<file path="config.mk">
export PLATFORM = sky130hd
export DESIGN_NAME = sac_sequencer
export DESIGN_NICKNAME = d
export VERILOG_FILES = /design/src/core/sac_pkg.sv /design/src/core/sac_sequencer.sv
export SDC_FILE = /design/constraint.sdc
export NUM_CORES = 1
export LEC_CHECK = 0
export ABC_AREA = 1
export BUFFER_PORTS_ARGS = -buffer_cell sky130_fd_sc_hd__buf_2
export CAP_MARGIN = 20
export CORE_MARGIN = 10
export CORE_UTILIZATION = 45
export CTS_BUF_LIST = sky130_fd_sc_hd__clkbuf_8
export DETAILED_ROUTE_END_ITERATION = 10
export PLACE_DENSITY_LB_ADDON = 0.05
export SLEW_MARGIN = 20
export SYNTH_ARGS = -nofsm -noshare
export SYNTH_HDL_FRONTEND = slang
export SYNTH_SLANG_ARGS = --single-unit
</file>
<file path="constraint.sdc">
create_clock -name clock -period 2.85 [get_ports clock]
set_clock_uncertainty 0.15 [all_clocks]
set_input_delay 0.1425 -clock clock [delete_from_list [all_inputs] [get_ports clock]]
set_output_delay 0.1425 -clock clock [all_outputs]
set_load 0.005 [all_outputs]
</file>
<file path="src/core/sac_pkg.sv">
package sac_pkg;

  // Register indices on the plain register port
  localparam logic [1:0] SAC_ADDR_CTRL0   = 2'h0;
  localparam logic [1:0] SAC_ADDR_CTRL1   = 2'h1;
  localparam logic [1:0] SAC_ADDR_RES_HI  = 2'h2;
  localparam logic [1:0] SAC_ADDR_RES_LO  = 2'h3;
  localparam logic [1:0] SAC_ADDR_FLAGS   = 2'h3;

  // Control zero field positions
  localparam int SAC_C0_JUSTIFY = 7;
  localparam int SAC_C0_NEGREF  = 6;
  localparam int SAC_C0_POSREF  = 5;
  localparam int SAC_C0_CHAN_LO = 2;
  localparam int SAC_C0_BUSY    = 1;
  localparam int SAC_C0_ENABLE  = 0;
  // Control one field position
  localparam int SAC_C1_CLK_LO  = 4;

  // Reset values and control one read mask
  localparam logic [7:0] SAC_CTRL0_RST = 8'h00;
  localparam logic [2:0] SAC_CLKSEL_RST = 3'h0;
  localparam logic [7:0] SAC_CTRL1_MASK = 8'h70;

  // Timing: periods per conversion and abort gap, system clock
  localparam int    SAC_CONV_PERIODS  = 11;
  localparam int    SAC_ABORT_PERIODS = 2;
  localparam int    SAC_INSTR_CYCLES  = 4;
  localparam real   SAC_CLK_NS        = 8.0;
  localparam real   SAC_RC_PERIOD_NS  = 2000.0;
  localparam int    SAC_RC_DIV =
      (SAC_RC_PERIOD_NS / SAC_CLK_NS) < 1.0 ? 1 :
      int'($ceil(SAC_RC_PERIOD_NS / SAC_CLK_NS));

  typedef enum logic [2:0] {
    SAC_IDLE   = 3'b000,
    SAC_DELAY  = 3'b001,
    SAC_CONV   = 3'b010,
    SAC_ABORT  = 3'b011,
    SAC_PARKED = 3'b100
  } sac_state_e;

  // Analog side control bundle
  typedef struct packed {
    logic       powered;
    logic       sample;
    logic [2:0] channel;
    logic       neg_ref_ext;
    logic       pos_ref_ext;
    logic [9:0] trial;
  } sac_analog_s;

endpackage

</file>
<file path="src/core/sac_sequencer.sv">
// The register addresses and the address-and-strobe port were decided locally.
`timescale 1ns/1ps
module sac_sequencer (
  input  wire logic                 clock,
  input  wire logic                 rst,
  input  wire logic [1:0]           reg_addr,
  input  wire logic [7:0]           reg_wdata,
  input  wire logic                 reg_write,
  input  wire logic                 reg_read,
  input  wire logic                 flag_sel,
  output logic      [7:0]           reg_rdata,
  input  wire logic                 special_trigger,
  output logic                      trigger_timer_clear,
  input  wire logic                 sleep_req,
  input  wire logic                 conversion_irq_enable,
  output logic                      wake_req,
  output logic                      conversion_done_flag,
  input  wire logic                 comparator_in,
  output sac_pkg::sac_analog_s      analog
);
  import sac_pkg::*;

  typedef struct packed {
    logic        justify;
    logic        neg_ref;
    logic        pos_ref;
    logic [2:0]  chan;
    logic        busy;
    logic        enable;
    logic [2:0]  clk_sel;
    logic [7:0]  res_hi;
    logic [7:0]  res_lo;
    logic        done;
    sac_state_e  state;
    logic [7:0]  div_cnt;
    logic [3:0]  periods;
    logic [9:0]  sar;
    logic [9:0]  bitmask;
    logic        trg_s1;
    logic        trg_s2;
    logic        trg_d;
    logic        slp_s1;
    logic        slp_s2;
    logic        irq_s1;
    logic        irq_s2;
    logic        rc_run;
    logic        wake;
    logic        tclr;
    logic [7:0]  rdata;
    sac_analog_s ana;
  } sac_state_s;

  sac_state_s r;
  sac_state_s next_r;

  // System clock divider per clock select code; 0 means RC source
  function automatic logic [7:0] div_of(input logic [2:0] sel);
    case (sel)
      3'b000:  div_of = 8'h02;
      3'b001:  div_of = 8'h08;
      3'b010:  div_of = 8'h20;
      3'b100:  div_of = 8'h04;
      3'b101:  div_of = 8'h10;
      3'b110:  div_of = 8'h40;
      default: div_of = 8'h00;
    endcase
  endfunction

  function automatic logic is_rc(input logic [2:0] sel);
    is_rc = (sel[1:0] == 2'b11);
  endfunction

  logic [7:0] period_len;
  logic       tick;
  logic [9:0] conv_res;
  logic       sleeping;
  logic       irq_on;
  logic       trig_rise;
  logic       sw_start;
  logic       sw_clear;

  // Next state: registers, sequencer and read port
  always_comb begin
    next_r = r;
    next_r.trg_s1 = special_trigger;
    next_r.trg_s2 = r.trg_s1;
    next_r.trg_d  = r.trg_s2;
    next_r.slp_s1 = sleep_req;
    next_r.slp_s2 = r.slp_s1;
    next_r.irq_s1 = conversion_irq_enable;
    next_r.irq_s2 = r.irq_s1;
    next_r.wake   = 1'b0;
    next_r.tclr   = 1'b0;
    sleeping  = r.slp_s2;
    irq_on    = r.irq_s2;
    trig_rise = r.trg_s2 & ~r.trg_d;
    // RC source modelled as fixed-length period from the system clock
    period_len = is_rc(r.clk_sel) ? 8'(SAC_RC_DIV) : div_of(r.clk_sel);
    tick = (r.div_cnt == period_len - 8'h01);
    next_r.div_cnt = tick ? 8'h00 : r.div_cnt + 8'h01;
    conv_res = r.sar;
    sw_start = 1'b0;
    sw_clear = 1'b0;

    // Register writes
    if (reg_write) begin
      case (reg_addr)
        SAC_ADDR_CTRL0: begin
          next_r.justify = reg_wdata[SAC_C0_JUSTIFY];
          next_r.neg_ref = reg_wdata[SAC_C0_NEGREF];
          next_r.pos_ref = reg_wdata[SAC_C0_POSREF];
          next_r.chan    = reg_wdata[SAC_C0_CHAN_LO +: 3];
          next_r.enable  = reg_wdata[SAC_C0_ENABLE];
          sw_start = reg_wdata[SAC_C0_BUSY] & ~r.busy;
          sw_clear = ~reg_wdata[SAC_C0_BUSY] & r.busy;
        end
        SAC_ADDR_CTRL1: next_r.clk_sel = reg_wdata[SAC_C1_CLK_LO +: 3];
        SAC_ADDR_RES_HI: next_r.res_hi = reg_wdata;
        default: begin
          // Flag alias shares the low-result index, picked by flag_sel
          if (flag_sel) begin
            if (!reg_wdata[0]) next_r.done = 1'b0;
          end else begin
            next_r.res_lo = reg_wdata;
          end
        end
      endcase
    end

    // Hardware trigger sets busy like a software start
    if (trig_rise && r.enable && !r.busy) begin
      sw_start = 1'b1;
      next_r.tclr = 1'b1;
    end
    if (sw_start) next_r.busy = 1'b1;

    // Conversion sequencer
    case (r.state)
      SAC_IDLE: begin
        // A start left pending by an abort gap is taken up here
        if ((sw_start || r.busy) && r.enable) begin
          next_r.sar     = 10'h000;
          next_r.bitmask = 10'h200;
          next_r.periods = 4'h0;
          next_r.div_cnt = 8'h00;
          // RC start waits one instruction so a sleep can execute
          next_r.periods = is_rc(r.clk_sel) ? 4'(SAC_INSTR_CYCLES) : 4'h0;
          next_r.state   = is_rc(r.clk_sel) ? SAC_DELAY : SAC_CONV;
          next_r.rc_run  = is_rc(r.clk_sel);
        end else if (sw_start || r.busy) begin
          next_r.busy = 1'b0;
        end
      end
      SAC_DELAY: begin
        next_r.periods = r.periods - 4'h1;
        next_r.div_cnt = 8'h00;
        if (r.periods == 4'h1) next_r.state = SAC_CONV;
      end
      SAC_CONV: begin
        if (tick) begin
          next_r.periods = r.periods + 4'h1;
          // First period samples; then one bit per period from the top
          // Comparator is same-clock logic: a sync stage would not fit
          // the shortest period of two system cycles
          if (r.periods != 4'h0) begin
            next_r.sar = comparator_in ? (r.sar | r.bitmask) : r.sar;
            next_r.bitmask = r.bitmask >> 1;
          end
          if (r.periods == 4'(SAC_CONV_PERIODS - 1)) begin
            conv_res = comparator_in ? (r.sar | r.bitmask) : r.sar;
            next_r.busy  = 1'b0;
            next_r.done  = 1'b1;
            if (r.justify) begin
              next_r.res_hi = {6'h00, conv_res[9:8]};
              next_r.res_lo = conv_res[7:0];
            end else begin
              next_r.res_hi = conv_res[9:2];
              next_r.res_lo = {conv_res[1:0], 6'h00};
            end
            if (sleeping && irq_on) next_r.wake = 1'b1;
            next_r.state = (sleeping && !irq_on) ? SAC_PARKED
                                                 : SAC_IDLE;
          end
        end
      end
      SAC_ABORT: begin
        if (tick) begin
          next_r.periods = r.periods + 4'h1;
          if (r.periods == 4'(SAC_ABORT_PERIODS - 1))
            next_r.state = SAC_IDLE;
        end
      end
      SAC_PARKED: begin
        // Powered down after sleep; enable still reads set
        if (!sleeping) next_r.state = SAC_IDLE;
      end
      default: next_r.state = SAC_IDLE;
    endcase

    // Abort paths: software clear, sleep without RC, disable
    if (r.state == SAC_CONV || r.state == SAC_DELAY) begin
      if (sw_clear) begin
        next_r.busy = 1'b0;
        next_r.state = SAC_ABORT;
        next_r.periods = 4'h0;
        next_r.div_cnt = 8'h00;
      end else if (sleeping && !r.rc_run) begin
        next_r.busy = 1'b0;
        next_r.state = SAC_PARKED;
      end else if (!r.enable) begin
        next_r.busy = 1'b0;
        next_r.state = SAC_IDLE;
      end
    end else if (sleeping && r.state == SAC_IDLE && !r.busy) begin
      next_r.state = SAC_PARKED;
    end
    if (sw_clear) next_r.busy = 1'b0;

    // Done flag: a completion in the clearing cycle wins
    if (r.state == SAC_CONV && tick &&
        r.periods == 4'(SAC_CONV_PERIODS - 1))
      next_r.done = 1'b1;

    // Analog side drive
    next_r.ana.powered = next_r.enable &&
                         next_r.state != SAC_PARKED;
    next_r.ana.sample  = next_r.state != SAC_CONV ||
                         next_r.periods == 4'h0;
    next_r.ana.channel = next_r.chan;
    next_r.ana.neg_ref_ext = next_r.neg_ref;
    next_r.ana.pos_ref_ext = next_r.pos_ref;
    next_r.ana.trial   = next_r.sar | next_r.bitmask;

    // Read data, valid the cycle after the strobe
    next_r.rdata = 8'h00;
    if (reg_read) begin
      case (reg_addr)
        SAC_ADDR_CTRL0: next_r.rdata = {r.justify, r.neg_ref, r.pos_ref,
                                        r.chan, r.busy, r.enable};
        SAC_ADDR_CTRL1: next_r.rdata = {1'b0, r.clk_sel, 4'h0}
                                       & SAC_CTRL1_MASK;
        SAC_ADDR_RES_HI: next_r.rdata = r.res_hi;
        default: next_r.rdata = flag_sel ? {7'h00, r.done} : r.res_lo;
      endcase
    end
  end

  // State register
  always_ff @(posedge clock) begin
    if (rst) begin
      r <= '0;
      r.state <= SAC_IDLE;
      r.clk_sel <= SAC_CLKSEL_RST;
      {r.justify, r.neg_ref, r.pos_ref, r.chan, r.busy, r.enable}
        <= SAC_CTRL0_RST;
    end else begin
      r <= next_r;
    end
  end

  // Outputs straight from flip-flops
  assign reg_rdata            = r.rdata;
  assign trigger_timer_clear  = r.tclr;
  assign wake_req             = r.wake;
  assign conversion_done_flag = r.done;
  assign analog               = r.ana;

endmodule

</file>
==> run summary, run 1 <==
WL per Instance -> 14.1 um
Final Cycle Share -> 88.0%
CP arrival -> 2.62 ns
Area Overhead vs Synth -> 10.4%
Worst R2R Path Depth -> 12
Syn. warnings -> 0
Starting DRT DRC Count -> 407
Die ar. -> 14,700 um2
Antenna cell count -> 0
Max Freq -> 399 MHz
Initial antenna violation count -> 0
Tightest Hold Check Type -> primary input to flop
Hold endpoint -> r[53]$_SDFF_PP0_
FF-to-FF End -> analog[9]$_SDFF_PP0_
Layout cells sized above 1 -> 14.1%
DRT antenna net count -> 0
First-pass GRT wire length -> 19,500 um
CTS buffer count -> 9
Max_cap viols -> 0
Tmin final -> 2.51 ns
Remaining DRCs -> 0
CP startpoint kind -> flop
Via count -> 4,006
Die extent in y -> 121 um
Number of synthesized flops with an enable pin -> 0
DIE WIDTH -> 121 um
Worst R2R Setup Slack -> 0.34 ns
FF-to-FF Start -> r[87]$_SDFFE_PP0P_
FP Rows -> 36
Crit. Startpoint -> r[87]$_SDFFE_PP0P_
Hold_sp -> comparator_in
Core Area -> 9860 um2
Post-synthesis cell type count -> 44
Crit path capture type -> flop
Initial core utilization -> 46.8%
Final instance area -> 5100 um2
Max Slew Vio Count -> 0
Area share of the largest cell type after synthesis -> 40.3%
H-tree Lvls -> 3
CTS resizes -> 0
Hold depth -> 3
HPWL after detailed placement -> 8300 um
GRT Overall Usage -> 16.2%
CTS tree -> built
Placed cell area -> 4800 um2
Port bufs -> 46
Synthesized area -> 4610 um2
Mean Syn Cell Area -> 7.14 um2
Final Hold Fails -> 0
Final worst setup slack -> 0.341 ns
Ys async rst share -> 0%
Post-Route Utilization -> 51.7%
Total Wirelength -> 11,500 um
Largest net degree at the start of global routing -> 32
# setup viols final -> 0
CP Max Fanout -> 13
Routability Congestion -> 0.872
Lkg Pwr -> 2.58 nW
Clock sink count -> 93
Drt pass-1 iters -> 4
Post-CTS Setup Bufs -> 0
Skew-Pair Late Insertion Delay -> 0.37 ns
Aggregate global routing overflow -> 0
Clock slew at reported path FFs -> 0.09 ns
Max transition margin -> 68.7%
Status -> complete, no violations
Vias in the first global route -> 3,916
Total Neg Setup Slack -> 0 ns
Syn nets -> 676
Peak VDD IR -> 0.265 mV
Vias per cell -> 4.92
Clock tree buffer depth -> 2
Fill cells -> 1,005
Pre-CTS setup slack -> 0.342 ns
Synth Register Bits -> 93
Required time worst endpoint -> 2.96 ns
Synth top area cells -> dfxtp_1, nand2_1, inv_1
Worst-Margin Slew -> 0.469 ns
Critical path class -> flop to flop
Cell taking the most area after synthesis -> dfxtp_1
Fin nets -> 707
Sequential share of the synthesized area -> 40.3%
IO Pins -> 47
Power density over cell area -> 482 nW/um2
RSZ-0062 raised after global routing -> false
Post-synthesis cell count -> 646
Clock root buffer master -> clkbuf_8
Top_reg_cell synth -> dfxtp_1
[cell usage after synthesis, drive strengths merged (8+ instances only)]
| library cell | number |
|---|---|
| dfxtp | 93 |
| a21oi | 39 |
| clkbuf | 12 |
| nand3 | 38 |
| o22ai | 14 |
| a32o | 8 |
| nor2 | 74 |
| inv | 96 |
| nor3 | 9 |
| or2 | 10 |
| o21ai | 34 |
| nand2 | 135 |
| buf | 35 |
| ha | 11 |
[flip-flops by register name, summed over array words and instances, names as in the netlist]
register	flops
r	59
analog	17
reg_rdata	8
next_r	4
conversion_done_flag	1
irq_on	1
sleeping	1
trigger_timer_clear	1
wake_req	1
[cell type report]
class / instances / area (um2) / area share, %
Inverter: 96 / 363 / 7.12
Clock buffer: 11 / 151 / 2.97
Timing Repair Buffer: 67 / 415 / 8.15
Tap cell: 133 / 166 / 3.27
Clock inverter: 5 / 33.8 / 0.663
Sequential cell: 93 / 1860 / 36.5
Multi-Input combinational cell: 410 / 2100 / 41.3
[metal layers]
metal / vias up / wire length [um] / global-route usage [%]
met5: - / 0 / 0
met4: 0 / 114 / 5.96
met3: 9 / 754 / 3.30
met2: 102 / 4870 / 23.9
met1: 1783 / 5750 / 22.7
li1: 2112 / - / -
[metrics by stage]
stage / power (mW) / hold WS [ns] / std cells
CTS: 2.48 / 0.0379 / 815
floorplan: 1.55 / 0.0995 / 646
finish: 2.46 / 0.0421 / 815
global route: 2.57 / 0.0602 / 815
global placement: 1.62 / 0.195 / 788
detailed placement: 1.62 / 0.198 / 788
[worst max-delay path by stage]
stage          depth (start not counted)              endpoint  slack, ns
2_1_floorplan                         12  analog[9]$_SDFF_PP0_       0.71
3_3_place_gp                          12  analog[9]$_SDFF_PP0_       0.43
3_5_place_dp                          13  analog[3]$_SDFF_PP0_       0.34
4_1_cts                               12  analog[9]$_SDFF_PP0_       0.35
5_1_grt                               13  analog[3]$_SDFF_PP0_       0.08
6_report                              12  analog[9]$_SDFF_PP0_       0.34
[cell usage in the layout (no fill, tap or decap), types with 2 or more instances in the layout]
cell type      count
a211oi_1           4
a21oi_1           39
a221oi_1           6
a31oi_1            6
a32o_1             8
buf_2             46
buf_4             10
clkbuf_8          11
dfxtp_1           93
dlygate4sd3_1     11
ha_1              11
inv_1             94
inv_2              2
inv_6              2
nand2_1          133
nand3_1           36
nand4_1            3
nor2_1            70
nor2_2             3
nor3_1             9
nor3b_1            3
o21ai_0           32
o22ai_1           13
or2_2             10
xnor2_1            2
xor2_1             5
[power by group]
| part | leakage, nW | total, mW | switching (mW) | internal (mW) |
|---|---|---|---|---|
| logic | 1.73 | 0.252 | 0.161 | 0.0907 |
| clock network | 0.0975 | 0.850 | 0.483 | 0.367 |
| registers | 0.754 | 1.36 | 0.0258 | 1.33 |
[cells by family after synthesis]
logic type | share of synthesized area (%)
AO/OA/AOI/OAI | 15.1
XOR/XNOR | 1.33
multiplexers | 0.217
flip-flops | 40.3
AND/OR/NAND/NOR | 25.9
buffers and inverters | 14.0
adder cells (fa/ha/maj) | 2.98
[critical path: stages, from the launching register on]
cell and delay (ns):
dfxtp_1 0.39, inv_1 0.12, ha_1 0.25, nor2_1 0.13, xor2_1 0.18, nand3_1 0.14
nor2_4 0.22, nand2_4 0.12, inv_4 0.10, nand3_4 0.15, nand2_1 0.10, inv_1 0.05
or2_2 0.29
[repair_timing]
action / 4_1_cts / 5_1_grt
setup endpoints to repair: 0 / 0
endpoints found under the hold margin: 19 / 0
hold buffers: 11 / 0
Note: power is estimated with default switching activity, not from simulation.
==> run 2, diff against run 1 <==
Settings changed: CELL_PAD_IN_SITES_DETAIL_PLACEMENT set to 0, CELL_PAD_IN_SITES_GLOBAL_PLACEMENT set to 1, CORE_UTILIZATION 45 to 44, MAX_ROUTING_LAYER set to met4.
==> run summary, run 2 (synthesized netlist as in run 1, its figures left out) <==
Status -> complete, no violations
Starting DRT DRC Count -> 337 (-17%)
Final Hold Fails -> 0 (unchanged)
Largest reg by FF count -> r
Met2 Routed Length -> 4960 um (+1.9%)
Non-Filler Instances -> 817 (+0.25%)
Max transition margin -> 50.4% (-18 points)
Max Freq -> 390 MHz (-2.1%)
Lkg Pwr -> 2.59 nW (+0.45%)
Die ar. -> 15,000 um2 (+1.9%)
Area Overhead vs Synth -> 11.2%
Final Cycle Share -> 90.0% (+1.9 points)
Critical path class -> flop to flop
Fin nets -> 706 (-0.14%)
IO Pins -> 47 (unchanged)
Antenna cell count -> 0 (unchanged)
Metal3 WL -> 663 um (-12%)
Final worst setup slack -> 0.286 ns (-0.0547 ns)
Met1 Routed Length -> 5930 um (+3.2%)
Clock tree buffer depth -> 2 (unchanged)
Leading cell type in the layout, fill and taps excluded -> nand2_1
CTS buffer count -> 9 (unchanged)
Final instance area -> 5130 um2 (+0.66%)
WL per Instance -> 14.4 um (+2.1%)
Crit path buffers/inverters -> 3 (unchanged)
Port bufs -> 46 (unchanged)
Crit path capture type -> flop
Layout cells sized above 1 -> 14.0% (-0.13 points)
Initial core utilization -> 44.9% (-1.9 points)
Worst path max stage delay -> 0.41 ns (+0.02 ns)
Routability Congestion -> 0.864 (-0.92%)
Largest net degree at the start of global routing -> 32 (unchanged)
Max reg flops -> 59 (unchanged)
FP Rows -> 37 (+2.8%)
Worst-Margin Slew -> 0.743 ns (+0.275 ns)
DIE WIDTH -> 122 um (+0.94%)
Vias in the first global route -> 3,893 (-0.59%)
HPWL after detailed placement -> 8460 um (+1.8%)
DRT antenna net count -> 0 (unchanged)
Core Area -> 10,300 um2 (+4.2%)
Die extent in y -> 122 um (+0.94%)
First-pass GRT wire length -> 19,800 um (+1.3%)
Placed cell count -> 790 (+0.25%)
CP Max Fanout -> 13 (unchanged)
Initial antenna violation count -> 0 (unchanged)
Drt pass-1 iters -> 5 (+1)
Power density over cell area -> 497 nW/um2 (+3.1%)
CTS resizes -> 0 (unchanged)
Total Wirelength -> 11,800 um (+2.3%)
Clock sink count -> 93 (unchanged)
Max Slew Vio Count -> 0 (unchanged)
Aggregate global routing overflow -> 0 (unchanged)
Pre-CTS setup slack -> 0.349 ns (+0.00683 ns)
Most frequent cells in the layout -> nand2_1, inv_1, dfxtp_1, nor2_1, buf_2
CP startpoint kind -> flop
Crit-path cells -> inv_1 -> ha_1 -> inv_1 -> nand2_1 -> nand2_1 -> nor2_1 -> nand3_1 -> nor2_4 -> nand2_4 -> inv_4 -> nand3_4 -> nand2_2 -> o22ai_1 -> nand2_1 -> nand2_1
Tightest Hold Check Type -> primary input to flop
CP arrival -> 2.68 ns (+0.06 ns)
Via count -> 4,031 (+0.62%)
Clock root buffer master -> clkbuf_8
Slowest CP cell -> dfxtp_1
GRT Overall Usage -> 16.9% (+0.67 points)
Post-CTS Setup Bufs -> 0 (unchanged)
Required time worst endpoint -> 2.97 ns (about the same)
H-tree Lvls -> 3 (unchanged)
Skew-Pair Late Insertion Delay -> 0.38 ns (about the same)
Clock slew at reported path FFs -> 0.09 ns (about the same)
Uppermost layer routed -> met4
Total Neg Setup Slack -> 0 ns (unchanged)
Tmin final -> 2.56 ns (+0.0547 ns)
Placed cell area -> 4810 um2 (+0.18%)
Peak VDD IR -> 0.309 mV (+17%)
Most frequent CP cell -> nand2_1
CP delay by family, top -> simple AND/OR/NAND/NOR gates
Remaining DRCs -> 0 (unchanged)
Max_cap viols -> 0 (unchanged)
Vias per cell -> 4.93 (+0.38%)
RSZ-0062 raised after global routing -> false
CTS tree -> built
# setup viols final -> 0 (unchanged)
[run 2: cell types whose count changed in the layout (fill, tap and decap cells not counted), sizes merged]
cell / previous run / this run
inv: 99 / 98
bufinv: 0 / 1
buf: 56 / 55
[run 2: area by class of cell]
class | count | area, um2
clock buffer | 11 | 151
clock inverter | 5 | 58.8
fill | 1087 | 5150
inverter | 96 | 363
multi-input combinational | 410 | 2100
sequential | 93 | 1860
tap | 136 | 170
timing repair buffer | 66 | 420
[run 2: power by group]
group          internal, mW  total [mW]  switching (mW)
Combinational        0.0897       0.250           0.160
Clock                 0.455       0.946           0.490
Sequential             1.33        1.36          0.0259
Total                  1.87        2.55           0.676
[run 2: final timing paths]
kind / slack, ns / from / to / cells after the start
min: 0.02 / comparator_in / r[53]$_SDFF_PP0_ / 3
max: 0.29 / r[87]$_SDFFE_PP0P_ / analog[5]$_SDFF_PP0_ / 15
min reg2reg: 0.26 / next_r[33]$_SDFF_PP0_ / next_r[32]$_SDFF_PP0_ / 2
max reg2reg: 0.29 / r[87]$_SDFFE_PP0P_ / analog[5]$_SDFF_PP0_ / 15
[run 2: repair_timing]
action / in CTS / in global routing
hold buffers: 11 / 0
endpoints found under the hold margin: 21 / 0
endpoints found under the setup margin: 0 / 0
[run 2: per-stage QoR]
step	hold WS [ns]	total power [mW]	util, %
floorplan	0.0995	1.55	-
global placement	0.194	1.62	46.8
detailed placement	0.199	1.62	46.8
CTS	0.00608	2.58	49.9
global route	0.0581	2.68	49.9
finish	0.0234	2.55	49.9
[run 2: layer usage]
layer	track usage, %	vias up
li1	-	2107
met1	23.3	1815
met2	23.5	95
met3	3.08	14
met4	7.51	0
met5	-	-
[run 2: worst reg2reg max path, cell delays in order, from the launching register on]
cell and delay (ns):
dfxtp_1 0.41, inv_1 0.14, ha_1 0.34, inv_1 0.05, nand2_1 0.05, nand2_1 0.05
nor2_1 0.08, nand3_1 0.12, nor2_4 0.22, nand2_4 0.12, inv_4 0.10, nand3_4 0.16
nand2_2 0.22, o22ai_1 0.10, nand2_1 0.08, nand2_1 0.07
==> run 3, diff against run 2 <==
Settings changed: BUFFER_PORTS_ARGS -buffer_cell sky130_fd_sc_hd__buf_2 to unset, CORE_UTILIZATION 44 to 45, DONT_BUFFER_PORTS set to 1.
Clock period 2.85 ns to 3 ns, I/O delays scaled along.
==> run summary, run 3 (synthesized netlist as in run 1, its figures left out) <==
Final worst setup slack -> 0.263 ns (-0.0226 ns)
Critical path class -> flop to flop
Fin nets -> 668 (-5.4%)
Aggregate global routing overflow -> 0 (unchanged)
FF-to-FF Start -> r[87]$_SDFFE_PP0P_
FP Rows -> 36 (-2.7%)
Final hold slack -> 0.0234 ns (-0.0000355 ns)
Core Area -> 9860 um2 (-4.0%)
Slowest CP cell -> dlygate4sd3_1
Most frequent cells in the layout -> nand2_1, inv_1, dfxtp_1, nor2_1, a21oi_1
Tightest Hold Check Type -> primary input to flop
Max_cap viols -> 0 (unchanged)
First-pass GRT wire length -> 19,700 um (-0.14%)
Total Wirelength -> 12,000 um (+1.7%)
Vias per cell -> 5.09 (+3.1%)
Max Slew Vio Count -> 0 (unchanged)
CP Max Fanout -> 8 (-5)
Final Hold Fails -> 0 (unchanged)
H-tree Lvls -> 3 (unchanged)
Clock root buffer master -> clkbuf_8
Starting DRT DRC Count -> 326 (-3.3%)
Pre-CTS setup slack -> 0.478 ns (+0.129 ns)
Largest net degree at the start of global routing -> 32 (unchanged)
Power density over cell area -> 470 nW/um2 (-5.5%)
DIE WIDTH -> 121 um (-0.93%)
Area Overhead vs Synth -> 7.24%
Peak VDD IR -> 0.236 mV (-24%)
Leading cell type in the layout, fill and taps excluded -> nand2_1
CP delay by family, top -> simple AND/OR/NAND/NOR gates
RSZ-0062 raised after global routing -> false
IO Pins -> 47 (unchanged)
Largest reg by FF count -> r
Die ar. -> 14,700 um2 (-1.9%)
Initial core utilization -> 46.8% (+1.9 points)
Vias in the first global route -> 3,766 (-3.3%)
Remaining DRCs -> 0 (unchanged)
Total Neg Setup Slack -> 0 ns (unchanged)
Crit. Startpoint -> r[87]$_SDFFE_PP0P_
CTS buffer count -> 9 (unchanged)
Final Cycle Share -> 91.2% (+1.3 points)
Crit path buffers/inverters -> 2 (-1)
Clock slew at reported path FFs -> 0.10 ns (about the same)
Crit-path cells -> ha_1 -> inv_2 -> nand2_1 -> nand2_1 -> nand3_1 -> nand2_1 -> nor2_2 -> nand2_4 -> o21ai_1 -> nand2_1 -> nand2_1 -> a21oi_1 -> dlygate4sd3_1
Layout cells sized above 1 -> 7.62% (-6.3 points)
Via count -> 3,949 (-2.0%)
Worst path depth -> 13 (-2)
Critical path destination -> r[68]$_SDFF_PP0_
# setup viols final -> 0 (unchanged)
Max Freq -> 365 MHz (-6.3%)
HPWL after detailed placement -> 8400 um (-0.71%)
Antenna cell count -> 0 (unchanged)
Worst R2R Path Depth -> 13 (-2)
Skew-Pair Late Insertion Delay -> 0.37 ns (about the same)
Die extent in y -> 121 um (-0.93%)
Drt pass-1 iters -> 5 (unchanged)
Worst-Margin Slew -> 0.686 ns (-0.0576 ns)
Max reg flops -> 59 (unchanged)
CP startpoint kind -> flop
Port bufs -> 0 (-100%)
Status -> complete, no violations
Most frequent CP cell -> nand2_1
Tmin final -> 2.74 ns (+0.173 ns)
Worst R2R Setup Slack -> 0.26 ns (-0.02 ns)
CTS tree -> built
Routability Congestion -> 0.862 (-0.22%)
Lkg Pwr -> 2.39 nW (-7.7%)
DRT antenna net count -> 0 (unchanged)
Required time worst endpoint -> 3.11 ns (+0.14 ns)
Max transition margin -> 54.2% (+3.8 points)
Clock tree buffer depth -> 2 (unchanged)
GRT Overall Usage -> 17.1% (+0.22 points)
Clock sink count -> 93 (unchanged)
Initial antenna violation count -> 0 (unchanged)
FF-to-FF End -> r[68]$_SDFF_PP0_
CP arrival -> 2.85 ns (+0.17 ns)
Worst path max stage delay -> 0.58 ns (+0.17 ns)
Crit path capture type -> flop
WL per Instance -> 15.4 um (+7.0%)
==> run 3: layer usage <==
layer / GRT usage [%] / up-vias / share of wire [%] / wire, um
li1: - / 2032 / - / -
met4: 6.48 / 0 / 1.5 / 181
met5: - / - / 0 / 0
met3: 4.42 / 18 / 6.3 / 755
met2: 24.0 / 87 / 43 / 5100
met1: 22.9 / 1812 / 50 / 5920
==> run 3: power by group <==
part,switching [mW],internal (mW)
Clock,0.473,0.333
Combinational,0.147,0.0818
Sequential,0.0276,1.26
Total,0.647,1.68
==> run 3: worst reg2reg max path, delay by kind of cell (launching register included) <==
kind	cells	cell delay, ns
buf+inv	2	0.69
flops	1	0.40
simple gates	8	0.86
compound gates	2	0.24
fa+ha+maj	1	0.29
==> run 3: final cells by class <==
class                   count  area (um2)
clock buffers              10         138
clock inverters             6        46.3
fillers                  1009        4920
inverters                  96         363
multi-input cells         410        2100
flip-flops and latches     93        1860
well taps                 133         166
repair buffers             28         268
==> run 3: what timing repair did <==
action,in CTS,in global routing
setup endpoints to repair,0,1
hold endpoints to repair,61,0
gates resized for setup,0,2
hold buffers,20,0
buffers inserted,0,1
==> run 3: stage by stage <==
step | cells | power [mW] | instance area [um2] | util (%)
3_3_place_gp | 738 | 1.51 | 4540 | 46.0
5_1_grt | 776 | 2.43 | 4950 | 50.2
3_5_place_dp | 738 | 1.51 | 4540 | 46.0
4_1_cts | 774 | 2.35 | 4920 | 49.9
2_1_floorplan | 646 | 1.48 | 4610 | -
6_report | 776 | 2.33 | 4950 | 50.2
==> run 3: worst min-delay path by stage <==
stage / startpoint / to / slack (ns) / depth (start not counted)
finish: comparator_in / r[72]$_SDFF_PP0_ / 0.02 / 5
CTS: comparator_in / r[72]$_SDFF_PP0_ / 0.008 / 5
global route: rst / r[59]$_SDFF_PP0_ / 0.04 / 3
detailed placement: rst / r[43]$_SDFF_PP0_ / 0.08 / 1
floorplan: conversion_irq_enable / next_r[28]$_SDFF_PP0_ / 0.11 / 2
global placement: rst / r[43]$_SDFF_PP0_ / 0.08 / 1
